===== config.mk =====
export PLATFORM = sky130hd
export DESIGN_NAME = watchdog_enable_ctrl_regs
export DESIGN_NICKNAME = d
export VERILOG_FILES = /design/src/watchdog_enable_ctrl_regs.v /design/src/flash_level_sync.v
export VERILOG_INCLUDE_DIRS = /design/src /design/src/src
export SDC_FILE = /design/constraint.sdc
export NUM_CORES = 1
export LEC_CHECK = 0
export BUFFER_PORTS_ARGS = -buffer_cell sky130_fd_sc_hd__buf_2
export CAP_MARGIN = 10
export CORE_MARGIN = 2
export CORE_UTILIZATION = 30
export DETAILED_ROUTE_END_ITERATION = 16
export MAX_ROUTING_LAYER = met4
export PLACE_DENSITY = 0.49
export SLEW_MARGIN = 25
export SYNTH_ARGS = -nofsm -noshare
export SYNTH_HDL_FRONTEND = slang
export SYNTH_SLANG_ARGS = --single-unit

===== constraint.sdc =====
create_clock -name i_clock -period 1.88 [get_ports i_clock]
set_input_delay 0.282 -clock i_clock [delete_from_list [all_inputs] [get_ports i_clock]]
set_output_delay 0.282 -clock i_clock [all_outputs]
set_load 0.005 [all_outputs]

===== src/wd_regs_defines.vh =====
`ifndef WD_REGS_DEFINES_VH
`define WD_REGS_DEFINES_VH

// Command byte layout: access bits on top, register address below.
`define CMD_OP_HI 7
`define CMD_OP_LO 6
`define CMD_ADDR_HI 5
`define CMD_ADDR_LO 0
`define CMD_ADDR_W 6

// Access codes carried in the two top bits of the command byte.
`define OP_WRITE 2'h0
`define OP_READ 2'h1
`define OP_READ_CLEAR 2'h2
`define OP_READ_INFO 2'h3

// Register addresses (decimal 34 and 35).
`define ADDR_WD_ENABLE_CTRL 6'h22
`define ADDR_SW_FACTORY 6'h23

// Register width, byte slices and field positions.
`define REG_W 16
`define BYTE_W 8
`define HI_BYTE_HI 15
`define HI_BYTE_LO 8
`define LO_BYTE_HI 7
`define LO_BYTE_LO 0
`define WATCHDOG_ENABLE_BIT_BIT 0
`define FACTORY_HI 6
`define FACTORY_LO 0
`define FACTORY_W 7

// Reset values.
`define WATCHDOG_ENABLE_BIT_RESET 1'h1
`define FACTORY_RESET 7'h36
`define REG_ZERO 16'h0000
`define BYTE_ZERO 8'h00
`define BIT_ZERO 1'h0
`define ADDR_ZERO 6'h00
`define WD_PAD_ZERO 15'h0000
`define FACTORY_PAD_ZERO 9'h000

`endif


===== src/watchdog_enable_ctrl_regs.v =====
`include "wd_regs_defines.vh"

// Functional notes
// - Address 34 is decoded from the command byte; two data bytes follow.
// - Bit 0 of register 34 enables the watchdog when one, disables at zero.
// - Register 34 resets to watchdog enabled, bits 15 to 1 zero.
// - Watchdog enable changes only while CAN flash mode is active.
// - Address 35 is decoded from the command byte; two data bytes follow.
// - Register 35 resets with only bits 5, 4, 2 and 1 set.
module watchdog_enable_ctrl_regs (
    // Clock, reset and clock enable.
    input wire i_clock,
    input wire i_rst,
    input wire i_clk_en,
    // Byte stream from the serial framing logic.
    input wire i_frame_start,
    input wire i_byte_valid,
    input wire [7:0] i_byte,
    input wire i_frame_end,
    // Flash mode level from the transmit pin comparator.
    input wire i_flash_mode,
    // Read data toward the serial shifter.
    output reg [7:0] o_read_byte,
    output wire o_addr_hit,
    // Register contents for the rest of the device.
    output wire o_watchdog_enable,
    output wire [15:0] o_factory_settings,
    // Event pulses.
    output reg o_write_done,
    output reg o_write_refused
);

    // Sequencer state codes.
    localparam ST_IDLE = 2'h0;
    localparam ST_DATA_HI = 2'h1;
    localparam ST_DATA_LO = 2'h2;
    localparam ST_DONE = 2'h3;

    reg [1:0] state_reg;
    reg [1:0] state_next;
    reg [1:0] op_reg;
    reg [5:0] addr_reg;
    reg watchdog_enable_bit_reg;
    reg [6:0] factory_reg;
    wire flash_mode_sync;
    wire is_write;
    wire hit_wd;
    wire hit_factory;
    wire [15:0] wd_reg_value;
    wire [15:0] factory_reg_value;
    wire [15:0] cmd_read_word;
    wire [15:0] addr_read_word;
    wire byte_taken;
    wire commit;
    wire apply_wd;
    wire apply_factory;
    wire refuse_wd;

    // Returns the register word at an address, zero for other addresses.
    // Reads of unused addresses stay harmless: the host just sees zero.
    function [15:0] reg_value;
        input [5:0] addr;
        input [15:0] wd_value;
        input [15:0] fac_value;
        begin
            if (addr == `ADDR_WD_ENABLE_CTRL) begin
                reg_value = wd_value;
            end else if (addr == `ADDR_SW_FACTORY) begin
                reg_value = fac_value;
            end else begin
                reg_value = `REG_ZERO;
            end
        end
    endfunction

    // The flash level comes from a pin, so it is synchronised first.
    // The two stages delay the level by two cycles before it counts.
    flash_level_sync u_flash_sync (
        .i_clock(i_clock),
        .i_rst(i_rst),
        .i_clk_en(i_clk_en),
        .i_level(i_flash_mode),
        .o_level(flash_mode_sync)
    );

    // Reserved bits are not stored and always read back as zero, so a
    // host that writes them anyway cannot make them stick.
    assign wd_reg_value = {`WD_PAD_ZERO, watchdog_enable_bit_reg};
    assign factory_reg_value = {`FACTORY_PAD_ZERO, factory_reg};

    // Command decode from the captured command byte.
    assign is_write = (op_reg == `OP_WRITE);
    assign hit_wd = (addr_reg == `ADDR_WD_ENABLE_CTRL);
    assign hit_factory = (addr_reg == `ADDR_SW_FACTORY);

    // Register contents and address match toward the rest of the device.
    assign o_addr_hit = hit_wd | hit_factory;
    assign o_watchdog_enable = watchdog_enable_bit_reg;
    assign o_factory_settings = factory_reg_value;

    // A byte that shares its cycle with a frame start is dropped, because
    // the start marker means the host has abandoned the frame before it.
    assign byte_taken = i_byte_valid && !i_frame_start;

    // A write takes effect when the second data byte arrives, never on the
    // frame end, so a short frame commits nothing.
    assign commit = byte_taken && (state_reg == ST_DATA_LO) && is_write;

    // Outcome of a committed write. Only the watchdog enable bit is guarded
    // by flash mode; a refused write is still reported as an event.
    assign apply_wd = commit && hit_wd && flash_mode_sync;
    assign apply_factory = commit && hit_factory;
    assign refuse_wd = commit && hit_wd && !flash_mode_sync;

    // Read words: the command byte itself selects the high byte, and the
    // captured address selects the low byte one byte later.
    assign cmd_read_word = reg_value(i_byte[`CMD_ADDR_HI:`CMD_ADDR_LO],
        wd_reg_value, factory_reg_value);
    assign addr_read_word = reg_value(addr_reg, wd_reg_value,
        factory_reg_value);

    // Frame sequencer: command byte, high data byte, low data byte.
    // The done state swallows extra bytes until a delimiter arrives.
    always @* begin
        state_next = state_reg;
        case (state_reg)
            ST_IDLE: begin
                if (i_byte_valid) begin
                    state_next = ST_DATA_HI;
                end
            end
            ST_DATA_HI: begin
                if (i_byte_valid) begin
                    state_next = ST_DATA_LO;
                end
            end
            ST_DATA_LO: begin
                if (i_byte_valid) begin
                    state_next = ST_DONE;
                end
            end
            ST_DONE: begin
                state_next = ST_DONE;
            end
            default: begin
                state_next = ST_IDLE;
            end
        endcase
        // Frame delimiters override the byte count in either direction.
        if (i_frame_start || i_frame_end) begin
            state_next = ST_IDLE;
        end
    end

    // Sequencer state and command capture. The high data byte is not kept,
    // since no stored field lives in it.
    always @(posedge i_clock or posedge i_rst) begin
        if (i_rst) begin
            state_reg <= ST_IDLE;
            op_reg <= `OP_READ;
            addr_reg <= `ADDR_ZERO;
        end else if (i_clk_en) begin
            state_reg <= state_next;
            if (byte_taken && (state_reg == ST_IDLE)) begin
                op_reg <= i_byte[`CMD_OP_HI:`CMD_OP_LO];
                addr_reg <= i_byte[`CMD_ADDR_HI:`CMD_ADDR_LO];
            end
        end
    end

    // Read data: high byte after the command, low byte after the first
    // data byte, so the shifter always holds the next byte to send out.
    // A frame start clears it, so old data never leaks into a new frame.
    always @(posedge i_clock or posedge i_rst) begin
        if (i_rst) begin
            o_read_byte <= `BYTE_ZERO;
        end else if (i_clk_en) begin
            if (i_frame_start) begin
                o_read_byte <= `BYTE_ZERO;
            end else if (byte_taken && (state_reg == ST_IDLE)) begin
                o_read_byte <= cmd_read_word[`HI_BYTE_HI:`HI_BYTE_LO];
            end else if (byte_taken && (state_reg == ST_DATA_HI)) begin
                o_read_byte <= addr_read_word[`LO_BYTE_HI:`LO_BYTE_LO];
            end
        end
    end

    // Watchdog enable bit. Outside flash mode the write is dropped but the
    // frame still runs to its end, so the host sees no protocol fault.
    // Flash mode is taken only from the synchronised level.
    always @(posedge i_clock or posedge i_rst) begin
        if (i_rst) begin
            watchdog_enable_bit_reg <= `WATCHDOG_ENABLE_BIT_RESET;
        end else if (i_clk_en) begin
            if (apply_wd) begin
                watchdog_enable_bit_reg <= i_byte[`WATCHDOG_ENABLE_BIT_BIT];
            end
        end
    end

    // Factory settings. The host is expected never to change them; the
    // cells stay writable so a test floor can still trim them.
    always @(posedge i_clock or posedge i_rst) begin
        if (i_rst) begin
            factory_reg <= `FACTORY_RESET;
        end else if (i_clk_en) begin
            if (apply_factory) begin
                factory_reg <= i_byte[`FACTORY_HI:`FACTORY_LO];
            end
        end
    end

    // One-cycle pulses reporting the outcome of each write to a register.
    // They rise one cycle after the low data byte, with the new contents.
    always @(posedge i_clock or posedge i_rst) begin
        if (i_rst) begin
            o_write_done <= `BIT_ZERO;
            o_write_refused <= `BIT_ZERO;
        end else if (i_clk_en) begin
            o_write_done <= apply_wd || apply_factory;
            o_write_refused <= refuse_wd;
        end
    end

endmodule


===== src/flash_level_sync.v =====
`include "wd_regs_defines.vh"

// Two-stage synchroniser for a level that arrives from a pin.
module flash_level_sync (
    // Clock, reset and enable.
    input wire i_clock,
    input wire i_rst,
    input wire i_clk_en,
    // Asynchronous level in, synchronised level out.
    input wire i_level,
    output wire o_level
);

    reg meta_reg;
    reg sync_reg;

    // The first stage feeds only the second stage, to contain metastability.
    always @(posedge i_clock or posedge i_rst) begin
        if (i_rst) begin
            meta_reg <= `BIT_ZERO;
            sync_reg <= `BIT_ZERO;
        end else if (i_clk_en) begin
            meta_reg <= i_level;
            sync_reg <= meta_reg;
        end
    end

    assign o_level = sync_reg;

endmodule


* After elaboration in Yosys (flattened, before gate mapping) *
Index checks and enable logic that the tools add are counted.

word-level totals
  register bits = 30
  bits of input ports = 15
  output and inout bits = 28
  word-level logic and storage cells = 50

cells by class
  equal/unequal tests = 8
  multiplexer cells = 10
  bitwise gates (word level) = 1
  reductions and logical operators = 21

operator list
  cell                count
  $mux 8              3
  $mux 7              2
  $eq 6x6->1 const B  2
  $logic_and 1x1->1   9
  $mux 2              4
  $pmux 2 s4          1
  $reduce_and 2->1    4
  $ne 3x3->1 const B  2
  $eq 2x2->1 const B  2
  $logic_not 2->1     2
  $reduce_and 4->1    1
  $ne 3x2->1 const B  1
  $reduce_bool 3->1   1
  $eq 2x1->1 const B  1
  $logic_not 1->1     2
  $logic_or 1x1->1    2
  $or 1x1->1          1

* Logic depth before layout (Yosys ltp) *
  depth in word-level cells = 7
  gate-level depth with buffers = 5
  mapped depth without buffers = 4

* Hierarchy *
Synthesis repeated with hierarchy kept, for this count alone.

unflattened totals
  cells, all modules = 96
  area total of the unflattened synthesis = 1338.8 um2

modules (own cells, without submodules)
  module                     instances  cells each  area each (um2)  sequential area each (um2)
  watchdog_enable_ctrl_regs  1          91          1262.5           683.2
  flash_level_sync           1          5           76.3             50.0

* Worst setup path after synthesis *
OpenSTA, ideal clock, no wires.

  kind = flip-flop to flip-flop
  from = reg addr_reg[3]
  to = reg factory_reg[0]
  library setup time = 0.125 ns
  data arrival time = 1.336 ns
  data required time = 1.755 ns
  setup slack = 0.419 ns
  cell stages (with the launch flop) = 6
  buffers on the path = 1
  period minus slack after synthesis = 1.461 ns
  path through = dfrtp_1 -> and3b_1 -> and2_4 -> and4_4 -> buf_6 -> mux2_4

on the way
  longest elaborated chain between the ends = 3

RTL lines
  what                               line                             text
  start: declaration                 watchdog_enable_ctrl_regs.v:42   reg [5:0] addr_reg;
  start signal: assignment           watchdog_enable_ctrl_regs.v:161  addr_reg <= `ADDR_ZERO;
  start signal: assignment           watchdog_enable_ctrl_regs.v:166  addr_reg <= i_byte[`CMD_ADDR_HI:`CMD_ADDR_LO];
  $eq 6x6->1 (no source line)        n/a
  $logic_and 1x1->1                  watchdog_enable_ctrl_regs.v:112  assign apply_factory = commit && hit_factory;
  $reduce_and 2->1 (no source line)  n/a
  end signal: assignment             watchdog_enable_ctrl_regs.v:205  factory_reg <= `FACTORY_RESET;
  end signal: assignment             watchdog_enable_ctrl_regs.v:208  factory_reg <= i_byte[`FACTORY_HI:`FACTORY_LO];
  end: declaration                   watchdog_enable_ctrl_regs.v:44   reg [6:0] factory_reg;

Every way passes these cells.
A chain may end at the register's enable or synchronous reset.

* Worst setup path after layout *
  from = reg addr_reg[3]
  to = reg factory_reg[6]

The elaborated chain is that of the path after synthesis.

==> flow_metrics.tcl <==
set metrics [dict create \
    outcome "complete, no violations" \
    fin_crit_sh 0.8199 \
    design_area_um2 1603 \
    max_freq_mhz 648.7 \
    cts_buffers 5 \
    grt_pass1_vias 859 \
    areaGrowthSynthToFinish_pct 21.08 \
    grt_pass1_wl_mm 4.181 \
    arrival_ns 1.69 \
    fin_worst_skew_ns 0.009249 \
    tritoncts "yes" \
    dr.pass1.iters 2 \
    hold_class "input pin to asynchronous set/reset pin" \
    power_frac_clock 0.430 \
    synthCells 95 \
    tightest_slew_ns 0.5799 \
    p_total_mw 1.527 \
    ant_nets 0 \
    post-route-drc-count 0 \
    die_w_um 70.43 \
    rows 24 \
    synth_area_leaders "dfrtp_1 43%, dfstp_2 12%, mux2_2 10%, mux2_4 7.9%, buf_4 6.2%" \
    post_cts_buffers 0 \
    grt_start_max_net_pins 30 \
    die-area_um2 4960 \
    root_buffer "clkbuf_8" \
    p_per_area_nw_per_um2 952.5 \
    clk_pin_slew_ns 0.06 \
    syn_area_per_cell_um2 13.93 \
    hold_buffers 0 \
    synth_seq_cells 29 \
    async_reset_ff_frac 1.000 \
    crit_buf_inv 0 \
    cts_buffer_depth 2 \
    crit_slowest_cell "dfrtp_1" \
    slowest_delay_ns 0.37 \
    place_hpwl_mm 1.953 \
    max_cap_viol_count 0 \
    worst_setup_path_start_kind "flip-flop" \
    p_sw_uw 329.2 \
    vdd_drop_max_mv 0.2832 \
    drive_above_1_share 0.5496 \
    io_buffers 32 \
    wl_per_cell_um 13.73 \
    relSlewSlack 0.6108 \
    synthDominantCellAreaShare 0.4348 \
    final.setup.tns_ns 0 \
    antenna_found_initial 0 \
    grt_overflow 0 \
    htree_levels 2 \
    rsz0062_at_grt "no" \
    design.core.area_um2 4294 \
    synthesis.area_um2 1324 \
    path_depth 4 \
    crit_fanout 7 \
    numClockSinks 29 \
    clk-insertion-delay-late_ns 0.28 \
    switching_share 0.2157 \
    grt_use_total 0.1148 \
    vias 836 \
    place_area_um2 1486 \
    vias_per_cell 4.568 \
    diodes 0 \
    finalHoldViolCount 0 \
    path_class "flip-flop to flip-flop" \
    synth_edf_count 0 \
    dr.first_iter.drc_count 23 \
    die_h_um 70.43 \
    yosys_warnings 0 \
    rr_worst_depth 4 \
    comb_power_share 0.094 \
    power.leakage_nw 0.7988 \
    power_frac_seq 0.476 \
    ys.flop_type "dfrtp_1" \
    path_cells "and3b_1 -> and2_4 -> and4_4 -> mux2_4" \
    critPathCaptureType "flip-flop" \
    p_int_mw 1.197 \
    ys_types 30 \
    final_nets 145 \
    post-route-min-period_ns 1.541 \
    synth_top_cell_by_area "dfrtp_1" \
    path_delay_family "simple AND/OR/NAND/NOR gates" \
    ctsResizeCount 0 \
    start_util 0.3083 \
    drt_wl_total_mm 2.513 \
    report.final.setup_viol 0 \
    place.gp.congestion 0.7185 \
    ioPinCount 43 \
    crit_required_ns 2.03 \
    drv_slew 0 \
    ys_seq_area_frac 0.5539 \
]
through the flow:
stage / worst slack [ns] / utilization / hold slack (ns) / instances
after floorplan: 0.4185 / - / 0.3557 / 104
after global placement: 0.3400 / 0.3462 / 0.3649 / 175
after detailed placement: 0.3042 / 0.3462 / 0.3734 / 175
after CTS: 0.3129 / 0.3733 / 0.06907 / 183
after global routing: 0.2296 / 0.3733 / 0.09748 / 183
final: 0.3385 / 0.3733 / 0.06126 / 183
power by group through the flow:
stage | combinational, mW | clock [mW] | sequential, mW
floorplan | 0.122 | 0 | 0.726
global placement | 0.144 | 0 | 0.735
detailed placement | 0.147 | 0 | 0.739
CTS | 0.147 | 0.678 | 0.728
global route | 0.161 | 0.700 | 0.737
finish | 0.144 | 0.657 | 0.726
worst reg2reg max path, cell delays in order (launching register included):
cell and delay, ns:
dfrtp_1 0.37, and3b_1 0.25, and2_4 0.17, and4_4 0.31, mux2_4 0.32
layer usage:
metal,global-route usage,share of wire
met1,0.1291,0.42
met2,0.1834,0.52
met3,0.02742,0.039
met4,0.07051,0.025
met5,-,0
layout make-up:
type | count | area (um2)
Clock buffer | 7 | 86.33
Clock inverter | 1 | 30.03
Fill cell | 432 | 2691
Inverter | 3 | 11.26
Multi-Input combinational cell | 58 | 509.2
Sequential cell | 29 | 733.2
Tap cell | 52 | 65.06
Timing Repair Buffer | 33 | 167.7
cell families after synthesis:
family	count (synthesis)	share of synthesized area
DFF	29	0.5539
buffers and inverters	17	0.08696
AOI/OAI and AO/OA	15	0.08412
muxes	19	0.1815
other	1	0.002833
and+or+nand+nor	14	0.09075
worst paths after layout:
check | from | to | slack, ns
min in group i_clock | i_flash_mode | u_flash_sync.meta_reg | 0.24
max in group asynchronous | i_rst | op_reg[0] | 1.50
max | addr_reg[3] | factory_reg[6] | 0.34
min | i_rst | o_read_byte[1] | 0.06
min reg2reg | o_read_byte[0] | o_read_byte[0] | 0.50
max reg2reg | addr_reg[3] | factory_reg[6] | 0.34
cell usage after synthesis, drive strengths merged, types with 2 or more instances:
master / number
dfrtp: 23
dfstp: 6
mux2: 19
nor3b: 2
inv: 3
buf: 14
and4bb: 2
a21oi: 3
a22o: 6
nor2: 2
cell usage in the layout, fill, tap and decap left out, drive strengths merged:
cell	count
nor2	2
and3b	1
nor2b	1
and2	1
dfrtp	23
and4	1
bufinv	1
and3	1
mux2	19
and4bb	2
buf	33
or2	1
a22o	6
a21o	1
o22ai	1
a32o	1
nor3b	2
a21oi	3
dfstp	6
o32ai	1
clkbuf	7
nand4	1
a31oi	1
and4b	1
o21ai	1
conb	10
inv	3
Note: power is estimated with default switching activity, not from simulation.
